==> config.mk <==
export PLATFORM = sky130hd
export DESIGN_NAME = ptl_timing
export DESIGN_NICKNAME = d
export VERILOG_FILES = /design/src/ptl_pkg.sv /design/src/ptl_dly_mem.sv /design/src/ptl_timing.sv
export VERILOG_INCLUDE_DIRS = /design/src /design/src/src
export SDC_FILE = /design/constraint.sdc
export NUM_CORES = 2
export LEC_CHECK = 0
export BUFFER_PORTS_ARGS = -buffer_cell sky130_fd_sc_hd__buf_2
export CORE_MARGIN = 4
export CORE_UTILIZATION = 30
export CTS_CLUSTER_DIAMETER = 40
export DETAILED_ROUTE_END_ITERATION = 8
export SYNTH_ARGS = -nofsm -noshare
export SYNTH_HDL_FRONTEND = slang
export SYNTH_SLANG_ARGS = --single-unit
export TNS_END_PERCENT = 100
==> constraint.sdc <==
create_clock -name sys_clk_in -period 60.4 [get_ports sys_clk_in]
set_clock_uncertainty 0.15 [all_clocks]
set_input_delay 12.08 -clock sys_clk_in [delete_from_list [all_inputs] [get_ports sys_clk_in]]
set_output_delay 12.08 -clock sys_clk_in [all_outputs]
set_load 0.02 [all_outputs]
==> src/ptl_defs.svh <==
// timing constants for the transceiver mac-side timing block
`ifndef PTL_DEFS_SVH
`define PTL_DEFS_SVH

// system clock period
`define PTL_SYS_NS          4
// bit times at each line rate
`define PTL_BIT100_NS       10
`define PTL_BIT10_NS        100
// transmit latency in bit times (10 Mb/s figure in tenths of a bit)
`define PTL_TX_LAT100_BITS  6
`define PTL_TX_LAT10_TENTHS 35
// receive latencies in bit times at 100 Mb/s
`define PTL_CRS_ON_BITS     20
`define PTL_RX_LAT_BITS     24
`define PTL_CRS_OFF_BITS    24
// end-of-packet high time
`define PTL_EOP_MIN_NS      250
`define PTL_EOP_TYP_NS      300
// clock phases
`define PTL_MII100_HALF_NS  20
`define PTL_MII10_HALF_NS   200
`define PTL_SER_TXH_NS      25
`define PTL_SER_TXL_NS      75
`define PTL_SER_RX_NS       50

// derived cycle counts
`define PTL_TX_LAT100_CYC \
  ((`PTL_TX_LAT100_BITS * `PTL_BIT100_NS) / `PTL_SYS_NS)
`define PTL_TX_LAT10_CYC \
  ((`PTL_TX_LAT10_TENTHS * `PTL_BIT10_NS) / (10 * `PTL_SYS_NS))
`define PTL_CRS_ON_CYC  ((`PTL_CRS_ON_BITS * `PTL_BIT100_NS) / `PTL_SYS_NS)
`define PTL_RX_LAT_CYC  ((`PTL_RX_LAT_BITS * `PTL_BIT100_NS) / `PTL_SYS_NS)
`define PTL_CRS_OFF_CYC ((`PTL_CRS_OFF_BITS * `PTL_BIT100_NS) / `PTL_SYS_NS)
`define PTL_EOP_CYC     (`PTL_EOP_TYP_NS / `PTL_SYS_NS)
`define PTL_EOP_MIN_CYC ((`PTL_EOP_MIN_NS + `PTL_SYS_NS - 1) / `PTL_SYS_NS)
`define PTL_MII100_HALF_CYC (`PTL_MII100_HALF_NS / `PTL_SYS_NS)
`define PTL_MII10_HALF_CYC  (`PTL_MII10_HALF_NS / `PTL_SYS_NS)
`define PTL_SER_TXH_CYC     (`PTL_SER_TXH_NS / `PTL_SYS_NS)
`define PTL_SER_TXL_CYC \
  ((`PTL_SER_TXH_NS + `PTL_SER_TXL_NS) / `PTL_SYS_NS - `PTL_SER_TXH_CYC)
`define PTL_SER_RXH_CYC     (`PTL_SER_RX_NS / `PTL_SYS_NS)
`define PTL_SER_RXL_CYC \
  ((2 * `PTL_SER_RX_NS) / `PTL_SYS_NS - `PTL_SER_RXH_CYC)

// delay line address width
`define PTL_DLY_AW 7

`endif

==> src/ptl_pkg.sv <==
// types shared by the transceiver mac-side timing block
package ptl_pkg;

  // interface mode
  typedef enum logic [1:0] {
    PTL_MII100,
    PTL_MII10,
    PTL_SER10
  } ptl_mode_e;

  // a nibble with its qualifier (enable, valid or line activity)
  typedef struct packed {
    logic       en;
    logic [3:0] data;
  } ptl_nib_s;

endpackage : ptl_pkg

==> src/ptl_dly_mem.sv <==
// delay-line memory with registered read data
`timescale 1ns/1ps
module ptl_dly_mem #(
  parameter int W  = 5,
  parameter int AW = 7
) (
  input  wire logic          sys_clk_in,
  input  wire logic          rst_in,
  input  wire logic [AW-1:0] wr_addr_in,
  input  wire logic [W-1:0]  wr_data_in,
  input  wire logic [AW-1:0] rd_addr_in,
  output logic      [W-1:0]  rd_data_out
);

  // storage cleared at reset so the line never shows unknown data
  logic [W-1:0] mem [0:(1<<AW)-1];

  // write every cycle, read one cycle late through a register
  always_ff @(posedge sys_clk_in or posedge rst_in) begin
    if (rst_in) begin
      for (int i = 0; i < (1 << AW); i++) begin
        mem[i] <= '0;
      end
      rd_data_out <= '0;
    end else begin
      mem[wr_addr_in] <= wr_data_in;
      rd_data_out     <= mem[rd_addr_in];
    end
  end

endmodule : ptl_dly_mem

==> src/ptl_timing.sv <==
// mac-side clocking and latency engine of a 10/100 transceiver
// Overview of operation
// - 100M: J starts 6 bits after edge
// - 100M: T starts 6 bits after edge
// - 100M bit time is 10 ns
// - 10M bit time is 100 ns
// - 100M: carrier 20 bits, data 24 bits
// - 100M: carrier drops 24 bits after T
// - 10M MII samples on falling clock
// - clock stretch allowed, never short phase
// - 10M line output 3.5 bits after edge
// - end-of-packet high at least 250 ns
// - serial tx clock 25/75, rising sample
// - serial rx clock 50/50, falling update
`timescale 1ns/1ps
`include "ptl_defs.svh"
module ptl_timing (
  input  wire logic             sys_clk_in,
  input  wire logic             rst_in,
  input  wire logic [1:0]       mode_in,
  input  wire ptl_pkg::ptl_nib_s mac_tx_in,
  input  wire ptl_pkg::ptl_nib_s line_rx_in,
  input  wire logic             line_lock_in,
  output logic                  tx_clk_out,
  output logic                  rx_clk_out,
  output ptl_pkg::ptl_nib_s     mac_rx_out,
  output logic                  crs_out,
  output ptl_pkg::ptl_nib_s     line_tx_out,
  output logic                  line_sos_out,
  output logic                  line_eos_out,
  output logic                  line_eop_out
);

  localparam int AW = `PTL_DLY_AW;

  // phase length of a generated clock for the given mode and level
  function automatic logic [7:0] half_len(input ptl_pkg::ptl_mode_e m,
                                          input logic lvl,
                                          input logic rx);
    case (m)
      ptl_pkg::PTL_MII100: half_len = 8'(`PTL_MII100_HALF_CYC);
      ptl_pkg::PTL_MII10:  half_len = 8'(`PTL_MII10_HALF_CYC);
      ptl_pkg::PTL_SER10: begin
        if (rx) begin
          half_len = lvl ? 8'(`PTL_SER_RXH_CYC) : 8'(`PTL_SER_RXL_CYC);
        end else begin
          half_len = lvl ? 8'(`PTL_SER_TXH_CYC) : 8'(`PTL_SER_TXL_CYC);
        end
      end
      default:             half_len = 8'(`PTL_MII100_HALF_CYC);
    endcase
  endfunction : half_len

  // pin synchronisers: every outside input passes two flops
  logic [12:0] sync1;                 // first stage, read only by sync2
  logic [12:0] sync2;                 // second stage, safe to use
  always_ff @(posedge sys_clk_in or posedge rst_in) begin
    if (rst_in) begin
      sync1 <= 13'h0000;
      sync2 <= 13'h0000;
    end else begin
      sync1 <= {mode_in, mac_tx_in, line_rx_in, line_lock_in};
      sync2 <= sync1;
    end
  end

  ptl_pkg::ptl_mode_e mode;           // decoded interface mode
  ptl_pkg::ptl_nib_s  mac_tx_q;       // synchronised mac transmit
  ptl_pkg::ptl_nib_s  line_q;         // synchronised line receive
  logic               lock_q;         // synchronised recovered-clock lock
  logic               m100;           // 100 Mb/s mode
  always_comb begin
    case (sync2[12:11])
      2'h1:    mode = ptl_pkg::PTL_MII10;
      2'h2:    mode = ptl_pkg::PTL_SER10;
      default: mode = ptl_pkg::PTL_MII100;  // unused code acts as 100M
    endcase
    mac_tx_q = sync2[10:6];
    line_q   = sync2[5:1];
    lock_q   = sync2[0];
    m100     = (mode == ptl_pkg::PTL_MII100);
  end

  // ---------------- clock generators ----------------
  logic [7:0] tx_cnt, next_tx_cnt;    // transmit phase counter
  logic       tx_clk, next_tx_clk;    // transmit clock level
  logic [7:0] rx_cnt, next_rx_cnt;    // receive phase counter
  logic       rx_clk, next_rx_clk;    // receive clock level
  logic       lock_d, next_lock_d;    // lock seen last cycle
  logic       tx_tog, rx_tog;         // phase ends this cycle
  logic       tx_smp;                 // transmit sampling edge
  logic       rx_upd;                 // receive update edge

  // phases end on the count for the current mode; a source switch
  // restarts the running rx phase, so it only ever grows longer
  always_comb begin
    next_tx_cnt = tx_cnt + 8'h01;
    next_tx_clk = tx_clk;
    tx_tog = (tx_cnt >= half_len(mode, tx_clk, 1'b0) - 8'h01);
    if (tx_tog) begin
      next_tx_clk = !tx_clk;
      next_tx_cnt = 8'h00;
    end
    next_rx_cnt = rx_cnt + 8'h01;
    next_rx_clk = rx_clk;
    next_lock_d = lock_q;
    rx_tog = (rx_cnt >= half_len(mode, rx_clk, 1'b1) - 8'h01);
    if (lock_q != lock_d) begin
      // reference/recovered switch: stretch, never cut short
      rx_tog      = 1'b0;
      next_rx_cnt = 8'h00;
    end else if (rx_tog) begin
      next_rx_clk = !rx_clk;
      next_rx_cnt = 8'h00;
    end
    // 10M MII samples on the fall, other modes on the rise
    tx_smp = tx_tog && ((mode == ptl_pkg::PTL_MII10) ? tx_clk
                                                     : !tx_clk);
    // 100M updates on the rise, 10M modes on the fall
    rx_upd = rx_tog && (m100 ? !rx_clk : rx_clk);
  end

  always_ff @(posedge sys_clk_in or posedge rst_in) begin
    if (rst_in) begin
      tx_cnt <= 8'h00;
      tx_clk <= 1'b0;
      rx_cnt <= 8'h00;
      rx_clk <= 1'b0;
      lock_d <= 1'b0;
    end else begin
      tx_cnt <= next_tx_cnt;
      tx_clk <= next_tx_clk;
      rx_cnt <= next_rx_cnt;
      rx_clk <= next_rx_clk;
      lock_d <= next_lock_d;
    end
  end

  assign tx_clk_out = tx_clk;
  assign rx_clk_out = rx_clk;

  // ---------------- transmit path ----------------
  ptl_pkg::ptl_nib_s tx_cap, next_tx_cap;  // value taken at sample edge
  logic [AW-1:0]     wr_ptr, next_wr_ptr;  // shared delay-line pointer
  logic [AW-1:0]     tx_rd, rx_rd;         // delay-line read addresses
  logic              ln_en_d, next_ln_en_d;// line enable last cycle
  logic [7:0]        eop_cnt, next_eop_cnt;// end-of-packet hold counter
  logic              eop, next_eop;        // end-of-packet level
  logic              ln_fall;              // line activity ended

  // the mac changes data on our rising edge (falling edge in serial mode);
  // by the sample edge the synchronised copy has long settled
  always_comb begin
    next_tx_cap = tx_cap;
    if (tx_smp) begin
      next_tx_cap.en = mac_tx_q.en;
      next_tx_cap.data = (mode == ptl_pkg::PTL_SER10) ?
                         {3'h0, mac_tx_q.data[0]} : mac_tx_q.data;
    end
    next_wr_ptr = wr_ptr + AW'(1);
    // read address trails by latency-1; the read register adds one
    if (m100) begin
      tx_rd = wr_ptr - AW'(`PTL_TX_LAT100_CYC - 1);
    end else begin
      tx_rd = wr_ptr - AW'(`PTL_TX_LAT10_CYC - 1);
    end
    rx_rd = wr_ptr - AW'(`PTL_RX_LAT_CYC - 1);
    next_ln_en_d = line_tx_out.en;
    ln_fall = ln_en_d && !line_tx_out.en;
    // 10M: after the last bit, hold the idle-high level
    if (ln_fall && !m100) begin
      next_eop_cnt = 8'(`PTL_EOP_CYC);
    end else if (line_tx_out.en) begin
      next_eop_cnt = 8'h00;
    end else if (eop_cnt != 8'h00) begin
      next_eop_cnt = eop_cnt - 8'h01;
    end else begin
      next_eop_cnt = 8'h00;
    end
    next_eop = (next_eop_cnt != 8'h00);
  end

  always_ff @(posedge sys_clk_in or posedge rst_in) begin
    if (rst_in) begin
      tx_cap  <= '0;
      wr_ptr  <= '0;
      ln_en_d <= 1'b0;
      eop_cnt <= 8'h00;
      eop     <= 1'b0;
    end else begin
      tx_cap  <= next_tx_cap;
      wr_ptr  <= next_wr_ptr;
      ln_en_d <= next_ln_en_d;
      eop_cnt <= next_eop_cnt;
      eop     <= next_eop;
    end
  end

  // transmit latency line: the line output is the read register
  ptl_dly_mem #(.W(5), .AW(AW)) u_tx_dly (
    .sys_clk_in  (sys_clk_in),
    .rst_in      (rst_in),
    .wr_addr_in  (wr_ptr),
    .wr_data_in  (tx_cap),
    .rd_addr_in  (tx_rd),
    .rd_data_out (line_tx_out)
  );

  // code-group markers in 100M mode
  assign line_sos_out = m100 && line_tx_out.en && !ln_en_d;
  assign line_eos_out = m100 && !line_tx_out.en && ln_en_d;
  assign line_eop_out = eop;

  // ---------------- receive path ----------------
  ptl_pkg::ptl_nib_s rx_dly;               // line data after latency
  ptl_pkg::ptl_nib_s mac_rx, next_mac_rx;  // presented receive nibble
  logic [7:0]        crs_cnt, next_crs_cnt;// carrier delay counter
  logic              crs, next_crs;        // carrier sense level

  // one delay line serves receive data; the pointer is shared
  ptl_dly_mem #(.W(5), .AW(AW)) u_rx_dly (
    .sys_clk_in  (sys_clk_in),
    .rst_in      (rst_in),
    .wr_addr_in  (wr_ptr),
    .wr_data_in  (line_q),
    .rd_addr_in  (rx_rd),
    .rd_data_out (rx_dly)
  );

  // carrier follows line activity after the on or off delay; a burst
  // shorter than the delay is filtered out entirely
  always_comb begin
    next_crs     = crs;
    next_crs_cnt = 8'h00;
    if (line_q.en != crs) begin
      next_crs_cnt = crs_cnt + 8'h01;
      if (line_q.en && crs_cnt == 8'(`PTL_CRS_ON_CYC - 1)) begin
        next_crs     = 1'b1;
        next_crs_cnt = 8'h00;
      end
      if (!line_q.en && crs_cnt == 8'(`PTL_CRS_OFF_CYC - 1)) begin
        next_crs     = 1'b0;
        next_crs_cnt = 8'h00;
      end
    end
    // the receive nibble changes only on the update edge
    next_mac_rx = mac_rx;
    if (rx_upd) begin
      next_mac_rx.en   = rx_dly.en;
      next_mac_rx.data = (mode == ptl_pkg::PTL_SER10) ?
                         {3'h0, rx_dly.data[0]} : rx_dly.data;
    end
  end

  always_ff @(posedge sys_clk_in or posedge rst_in) begin
    if (rst_in) begin
      crs     <= 1'b0;
      crs_cnt <= 8'h00;
      mac_rx  <= '0;
    end else begin
      crs     <= next_crs;
      crs_cnt <= next_crs_cnt;
      mac_rx  <= next_mac_rx;
    end
  end

  assign crs_out    = crs;
  assign mac_rx_out = mac_rx;

  // ---------------- checks ----------------
  logic [7:0] rx_ph;                  // length of current rx phase
  logic [7:0] eop_len;                // length of current eop level
  ptl_pkg::ptl_mode_e mode_d;         // mode last cycle, marks a switch
  always_ff @(posedge sys_clk_in or posedge rst_in) begin
    if (rst_in) begin
      rx_ph   <= 8'h01;
      eop_len <= 8'h00;
      mode_d  <= ptl_pkg::PTL_MII100;
    end else begin
      rx_ph   <= (rx_clk != next_rx_clk) ? 8'h01 : rx_ph + 8'h01;
      eop_len <= eop ? eop_len + 8'h01 : 8'h00;
      mode_d  <= mode;
    end
  end
endmodule : ptl_timing

# ---- Word level (Yosys, flattened, before mapping)
# Index checks and enable logic that the tools add are counted.
dict set report classes {
  addsub 10
  magnitude_cmp 6
  eq_ne 8
  n_mux 32
  n_bitwise 4
  reduce_logical 23
}
# cell count
set ops {}
lappend ops {{$bwmux 640} 2}
lappend ops {{$mux 8} 9}
lappend ops {{$bmux 5 s7} 2}
lappend ops {{$demux 5 s7} 1}
lappend ops {{$mux 5} 6}
lappend ops {{$add 8x1->8 const B} 3}
lappend ops {{$ge 8x8->1 const B} 3}
lappend ops {{$not 7->8} 3}
lappend ops {{$pmux 6 s2} 2}
lappend ops {{$sub 8x1->8 const B} 3}
lappend ops {{$eq 8x6->1 const B} 2}
lappend ops {{$ge 8x8->1} 2}
lappend ops {{$reduce_bool 8->1} 2}
lappend ops {{$logic_and 1x1->1} 11}
lappend ops {{$lt 8x1->1 const B} 1}
lappend ops {{$mux 4} 2}
lappend ops {{$add 7x1->7 const B} 1}
lappend ops {{$mux 7} 1}
lappend ops {{$sub 7x4->7 const B} 1}
lappend ops {{$sub 7x6->7 const B} 1}
lappend ops {{$sub 7x7->7 const B} 1}
lappend ops {{$logic_not 1->1} 6}
lappend ops {{$mux 1} 6}
lappend ops {{$eq 2x1->1 const B} 2}
lappend ops {{other kinds (7)} 10}
dict set report word_totals {
  ff_bits 1371
  inputBits 15
  output_inout_bits 16
  word_cells 358
}

# ---- Logic depth before layout (Yosys ltp)
dict set report logic_depth {
  ltp_word 8
  depth_mapped 15
}

# ---- Modules after synthesis
# A second synthesis with hierarchy kept.
dict set report unflattened {
  hier_cells 3931
  area_unflattened_um2 62527.5
}
# mod n_inst cells_each area_per_inst_um2
set modules_own_cells {}
lappend modules_own_cells {ptl_dly_mem 2 1802 29398.2}
lappend modules_own_cells {ptl_timing 1 327 3731.1}

# ---- Worst setup path after synthesis
# Ideal clock, no wire load.
dict set report synth_path {
  path_kind {reg2out}
  startpoint {reg sync2[11]}
  endpoint {out line_sos_out}
  arrival_ns 1.384
  required_time_ns 48.170
  setup_slack_ns 46.786
  stages_incl_launch_ff 5
  path_buffers 0
  cell_sequence {dfrtp_1 > inv_1 > ha_1 > inv_1 > nor3_1}
}
dict set report synth_between {
  elab_chain_cells 5
  word_cells_on_any_way 6
  cone_classes {eq/ne (2); mux (1); reduce/logical (3)}
}
# element line_no
set synth_rtl {}
lappend synth_rtl {{start: declaration} ptl_timing.sv:56} ;# logic [12:0] sync2;
lappend synth_rtl {{start signal: assignment} ptl_timing.sv:63} ;# sync2 <= sync1;
lappend synth_rtl {{$eq 2x2->1 or $eq 2x1->1 (tied branches)} ptl_timing.sv:73} ;# case (sync2[12:11])
lappend synth_rtl {{$pmux 2 s2 (*)} ptl_timing.sv:73}
lappend synth_rtl {{$logic_not 2->1 (*)} ptl_timing.sv:81} ;# m100 = (mode == ptl_pkg::PTL_MII100);
lappend synth_rtl {{$logic_and 1x1->1 (*) (2 in series)} ptl_timing.sv:210} ;# assign line_sos_out = m100 && line_tx_out.en && !ln_en_d;
lappend synth_rtl {{end: declaration} ptl_timing.sv:29} ;# output logic line_sos_out,
# Every way passes the cells marked *; elsewhere a longest branch is shown, timed or not.

==> flow_summary.html <==
<table>
<tr><th>Metric</th><th>Value</th></tr>
<tr><th colspan="2">CTS</th></tr>
<tr><td>Total clock buffers created by CTS</td><td>185</td></tr>
<tr><td>Post-CTS setup buffer count</td><td>0</td></tr>
<tr><td>CTS tree</td><td>built</td></tr>
<tr><td>Clock insertion delay at the later pin of the skew report</td><td>0.83 ns</td></tr>
<tr><td>Buffer levels on the longest clock path</td><td>3</td></tr>
<tr><td>CTS hold repair buffers</td><td>0</td></tr>
<tr><td>Clock tree root driver cell</td><td>sky130_fd_sc_hd__clkbuf_16</td></tr>
<tr><td>Reg clk slew, reported paths</td><td>0.06 ns</td></tr>
<tr><td>Clk sinks</td><td>1371</td></tr>
<tr><td>Gates resized, CTS repair</td><td>0</td></tr>
<tr><td>CTS H-tree depth</td><td>4</td></tr>
<tr><th colspan="2">Power and ir drop</th></tr>
<tr><td>Leakage power figure</td><td>32.8 nW</td></tr>
<tr><td>Cell internal pwr</td><td>1.78 mW</td></tr>
<tr><td>Total power of the final layout</td><td>2.42 mW</td></tr>
<tr><td>Relative contribution of combinational cells to total power</td><td>9.1%</td></tr>
<tr><td>Switching part of the total power</td><td>26.3%</td></tr>
<tr><td>Fraction of power consumed by the clock network</td><td>47.2%</td></tr>
<tr><td>Highest ir drop seen on vdd</td><td>32.9 uV</td></tr>
<tr><td>Pwr/cell area</td><td>33.6 nW/um^2</td></tr>
<tr><td>Net switching power</td><td>0.636 mW</td></tr>
<tr><td>Power share of the sequential group</td><td>43.7%</td></tr>
<tr><th colspan="2">Synth</th></tr>
<tr><td>Post-Syn Area</td><td>62800 um^2</td></tr>
<tr><td>Fraction of synthesized area in multiplexers</td><td>35.0%</td></tr>
<tr><td>Warnings, synthesis</td><td>0</td></tr>
<tr><td>Area share of xor/xnor cells in the synthesized design</td><td>0.695%</td></tr>
<tr><td>Adder-cell share of the synthesized area</td><td>0.598%</td></tr>
<tr><td>Fraction of synthesis flops using an asynchronous set or reset pin</td><td>100%</td></tr>
<tr><td>Largest family of logic cells by synthesized area</td><td>multiplexers</td></tr>
<tr><td>Most frequently used flop master after synthesis</td><td>sky130_fd_sc_hd__dfrtp_1</td></tr>
<tr><td>Distinct cell type count after synthesis</td><td>58</td></tr>
<tr><td>Number of flip-flops and latches in the synthesized netlist</td><td>1371</td></tr>
<tr><td>Mean post-synth cell area</td><td>15.0 um^2</td></tr>
<tr><td>Synthesized instance count</td><td>4180</td></tr>
<tr><td>Simple-gate area share of the yosys netlist</td><td>4.16%</td></tr>
<tr><td>Number of enable flip-flop cells after synthesis</td><td>0</td></tr>
<tr><td>Sequential fraction of the synthesis area</td><td>54.6%</td></tr>
<tr><td>Share of the synthesized area in compound gates (AO/OA/AOI/OAI)</td><td>2.05%</td></tr>
<tr><th colspan="2">Die</th></tr>
<tr><td>Row count</td><td>167</td></tr>
<tr><td>Top-level port count</td><td>31</td></tr>
<tr><td>Die area</td><td>217000 um^2</td></tr>
<tr><td>Floorplan die height</td><td>466 um</td></tr>
<tr><td>Core region area</td><td>208000 um^2</td></tr>
<tr><td>Initial core utilization</td><td>30.2%</td></tr>
<tr><td>Floorplan die width</td><td>466 um</td></tr>
<tr><th colspan="2">Detailed routing</th></tr>
<tr><td>Sum of routed wire length over all layers</td><td>162000 um</td></tr>
<tr><td>Via density per instance</td><td>5.07</td></tr>
<tr><td>Antenna-violating nets left</td><td>0</td></tr>
<tr><td>Violation count after the first detailed-routing iteration</td><td>2541</td></tr>
<tr><td>Detailed-routing iteration count for the pre-antenna-repair pass</td><td>5</td></tr>
<tr><td>Average detailed-routed wire length per instance</td><td>22.9 um</td></tr>
<tr><td>Total number of vias</td><td>35800</td></tr>
<tr><td>DRC violations left</td><td>0</td></tr>
<tr><th colspan="2">Timing</th></tr>
<tr><td>Final period util</td><td>24.6%</td></tr>
<tr><td>Minimum clock period</td><td>14.88 ns</td></tr>
<tr><td>Final hold violation count</td><td>0</td></tr>
<tr><td>Timing-limited maximum frequency</td><td>67.2 MHz</td></tr>
<tr><td>Fin Setup TNS</td><td>0 ns</td></tr>
<tr><td>Slew @ Worst Pin</td><td>1.28 ns</td></tr>
<tr><td>Final setup viols</td><td>0</td></tr>
<tr><td>Unrepaired setup endpoints after global routing</td><td>false</td></tr>
<tr><td>Setup slack after layout</td><td>45.52 ns</td></tr>
<tr><td>Rel. slew slack</td><td>14.4%</td></tr>
<tr><td>Final hold slack</td><td>0.195 ns</td></tr>
<tr><td>Pins Over Slew Limit</td><td>0</td></tr>
<tr><th colspan="2">Global routing</th></tr>
<tr><td>Number of antenna violations at the first check in global routing</td><td>7</td></tr>
<tr><td>Total congestion overflow after global routing</td><td>0</td></tr>
<tr><td>Via count of the first global-routing pass</td><td>37500</td></tr>
<tr><td>Pin count of the biggest net entering global routing</td><td>165</td></tr>
<tr><td>Global-route wire length before repair</td><td>248000 um</td></tr>
<tr><td>Overall track demand over capacity in global routing</td><td>14.9%</td></tr>
<tr><th colspan="2">Final layout</th></tr>
<tr><td>Non-filler cells in the finished layout</td><td>7063</td></tr>
<tr><td>Number of nets in the layout</td><td>4158</td></tr>
<tr><td>Final cell utilization of the core</td><td>34.7%</td></tr>
<tr><td>Fraction of final layout cells with drive strength greater than 1</td><td>47.0%</td></tr>
<tr><td>Area growth, synth to finish</td><td>14.6%</td></tr>
<tr><td>Final design area excluding fillers</td><td>72000 um^2</td></tr>
<tr><th colspan="2">Worst setup path</th></tr>
<tr><td>CP startpoint kind</td><td>input pin</td></tr>
<tr><td>Data arrival time of the critical path</td><td>15.50 ns</td></tr>
<tr><td>Top cell by count, worst path</td><td>sky130_fd_sc_hd__buf_4</td></tr>
<tr><td>Max Fanout on Critical Path</td><td>123</td></tr>
<tr><td>Crit-path cells</td><td>buf_2 -&gt; inv_8 -&gt; buf_4 -&gt; buf_4 -&gt; buf_4</td></tr>
<tr><td>Worst Path Buf+Inv</td><td>5</td></tr>
<tr><td>Worst path max stage delay</td><td>0.90 ns</td></tr>
<tr><td>Critical path capture point type</td><td>asynchronous set/reset pin</td></tr>
<tr><td>Worst EP required</td><td>61.02 ns</td></tr>
<tr><td>Worst Path Class, Setup</td><td>in -&gt; async</td></tr>
<tr><td>Crit path max-delay cell type</td><td>sky130_fd_sc_hd__buf_4</td></tr>
<tr><td>Gate family responsible for the most delay along the worst path</td><td>buffers and inverters</td></tr>
<tr><th colspan="2">Place</th></tr>
<tr><td>Placed cells</td><td>6714</td></tr>
<tr><td>Count of buffers inserted at the top-level ports</td><td>30</td></tr>
<tr><td>Setup WS pre-CTS</td><td>44.51 ns</td></tr>
<tr><td>Sum of net half-perimeters after detailed placement</td><td>99700 um</td></tr>
<tr><td>Cell Area, Placed</td><td>65400 um^2</td></tr>
<tr><td>Gpl congestion</td><td>0.806</td></tr>
<tr><th colspan="2">Job</th></tr>
<tr><td>Max-cap violations</td><td>0</td></tr>
<tr><th colspan="2">Run status</th></tr>
<tr><td>Run status</td><td>completed</td></tr>
<tr><th colspan="2">Hold path</th></tr>
<tr><td>Hold Path Class</td><td>reg -&gt; reg</td></tr>
</table>
## layer usage
layer / track usage (%) / routed length [um]
met5: 0 / 0
met2: 23.6 / 76200
met1: 21.2 / 74600
met4: 4.59 / 4220
met3: 2.09 / 6560
## synth_stat cells (12+ instances only)
library cell	n	share of area, %
sky130_fd_sc_hd__mux2_1	50	0.90
sky130_fd_sc_hd__nand2b_1	12	0.12
sky130_fd_sc_hd__nor2_2	29	0.29
sky130_fd_sc_hd__buf_6	18	0.32
sky130_fd_sc_hd__a21oi_1	38	0.30
sky130_fd_sc_hd__buf_4	22	0.26
sky130_fd_sc_hd__nand4_1	23	0.23
sky130_fd_sc_hd__nor3_1	13	0.10
sky130_fd_sc_hd__o21ai_0	99	0.79
sky130_fd_sc_hd__mux4_2	339	12
sky130_fd_sc_hd__a31oi_1	15	0.15
sky130_fd_sc_hd__xnor2_1	29	0.40
sky130_fd_sc_hd__mux2_2	1164	21
sky130_fd_sc_hd__dfrtp_1	1371	55
sky130_fd_sc_hd__a221oi_1	14	0.20
sky130_fd_sc_hd__xor2_1	19	0.27
sky130_fd_sc_hd__nor2_1	48	0.29
sky130_fd_sc_hd__ha_1	30	0.60
sky130_fd_sc_hd__inv_1	21	0.13
sky130_fd_sc_hd__mux2i_1	45	0.72
sky130_fd_sc_hd__buf_2	111	0.88
sky130_fd_sc_hd__nor4_1	13	0.13
sky130_fd_sc_hd__and2_1	14	0.14
sky130_fd_sc_hd__nand2_1	287	1.7
sky130_fd_sc_hd__nor2b_1	19	0.19
sky130_fd_sc_hd__nand3_1	29	0.23
sky130_fd_sc_hd__clkbuf_1	185	1.1
## final cells by class
| class | count | area (um^2) |
|---|---|---|
| Antenna cell | 2 | 5.00 |
| Clock buffer | 232 | 5050 |
| Clock inverter | 115 | 1560 |
| Fill cell | 20000 | 136000 |
| Inverter | 23 | 96.3 |
| Multi-Input combinational cell | 2440 | 26800 |
| Sequential cell | 1371 | 34400 |
| Tap cell | 2788 | 3490 |
| Timing Repair Buffer | 92 | 678 |
## state kept, by name, summed over array words and instances, names as in the netlist, 5 cells and up
signal and cells:
crs_cnt 8, eop_cnt 8, mac_rx_out 5, rx_cnt 8, sync1 13, sync2 13
tx_cap 5, tx_cnt 8, u_rx_dly.mem 640, u_rx_dly.rd_data_out 5, u_tx_dly.mem 640, u_tx_dly.rd_data_out 5
wr_ptr 7
## worst reg2reg max path: cells and delay by family (launching register included)
| kind | cells | cell delay (ns) |
|---|---|---|
| AOI/OAI and AO/OA | 3 | 0.66 |
| muxes | 2 | 0.87 |
| DFF | 1 | 1.04 |
| adders and majority gates | 1 | 0.60 |
| buffers and inverters | 2 | 1.50 |
| and+or+nand+nor | 3 | 0.90 |
## layout by cell type (no fill, tap or decap), drive strengths merged, types with 29 or more instances in the layout
| cell type | netlist | layout |
|---|---|---|
| dfrtp | 1371 | 1371 |
| mux2 | 1214 | 1214 |
| mux4 | 347 | 347 |
| nand2 | 290 | 290 |
| clkbuf | 186 | 232 |
| o21ai | 107 | 107 |
| buf | 162 | 92 |
| nor2 | 87 | 87 |
| clkinv | 0 | 58 |
| inv | 23 | 46 |
| mux2i | 45 | 45 |
| a21oi | 39 | 39 |
| nand3 | 30 | 30 |
| ha | 30 | 30 |
| xnor2 | 29 | 29 |
## final timing paths
| check | startpoint | end | slack [ns] | depth (start not counted) |
|---|---|---|---|---|
| setup / recovery | rst_in | u_tx_dly.mem[196] | 45.52 | 5 |
| hold / removal | sync1[11] | sync2[11] | 0.19 | 0 |
| setup reg to reg | wr_ptr[1] | u_tx_dly.rd_data_out[0] | 54.40 | 11 |
| hold reg to reg | sync1[11] | sync2[11] | 0.19 | 0 |
| max in group sys_clk_in | sync2[11] | line_sos_out | 45.84 | 5 |
| min in group asynchronous | rst_in | u_tx_dly.mem[541] | 11.28 | 2 |
## power by group through the flow
| stage | combinational (mW) | clock [mW] | sequential [mW] |
|---|---|---|---|
| floorplan | 0.177 | 0 | 1.04 |
| global route | 0.240 | 1.21 | 1.07 |
| finish | 0.220 | 1.14 | 1.06 |
| CTS | 0.223 | 1.17 | 1.06 |
| global placement | 0.217 | 0 | 1.07 |
| detailed placement | 0.222 | 0 | 1.07 |
## cells by family after synthesis
family / Yosys count
muxes: 1606
xor gates and xnor gates: 49
and+or+nand+nor: 532
adders and majority gates: 30
DFF: 1371
buffers and inverters: 371
other: 2
AOI/OAI and AO/OA: 219
Power figures use the tool's default switching activity.
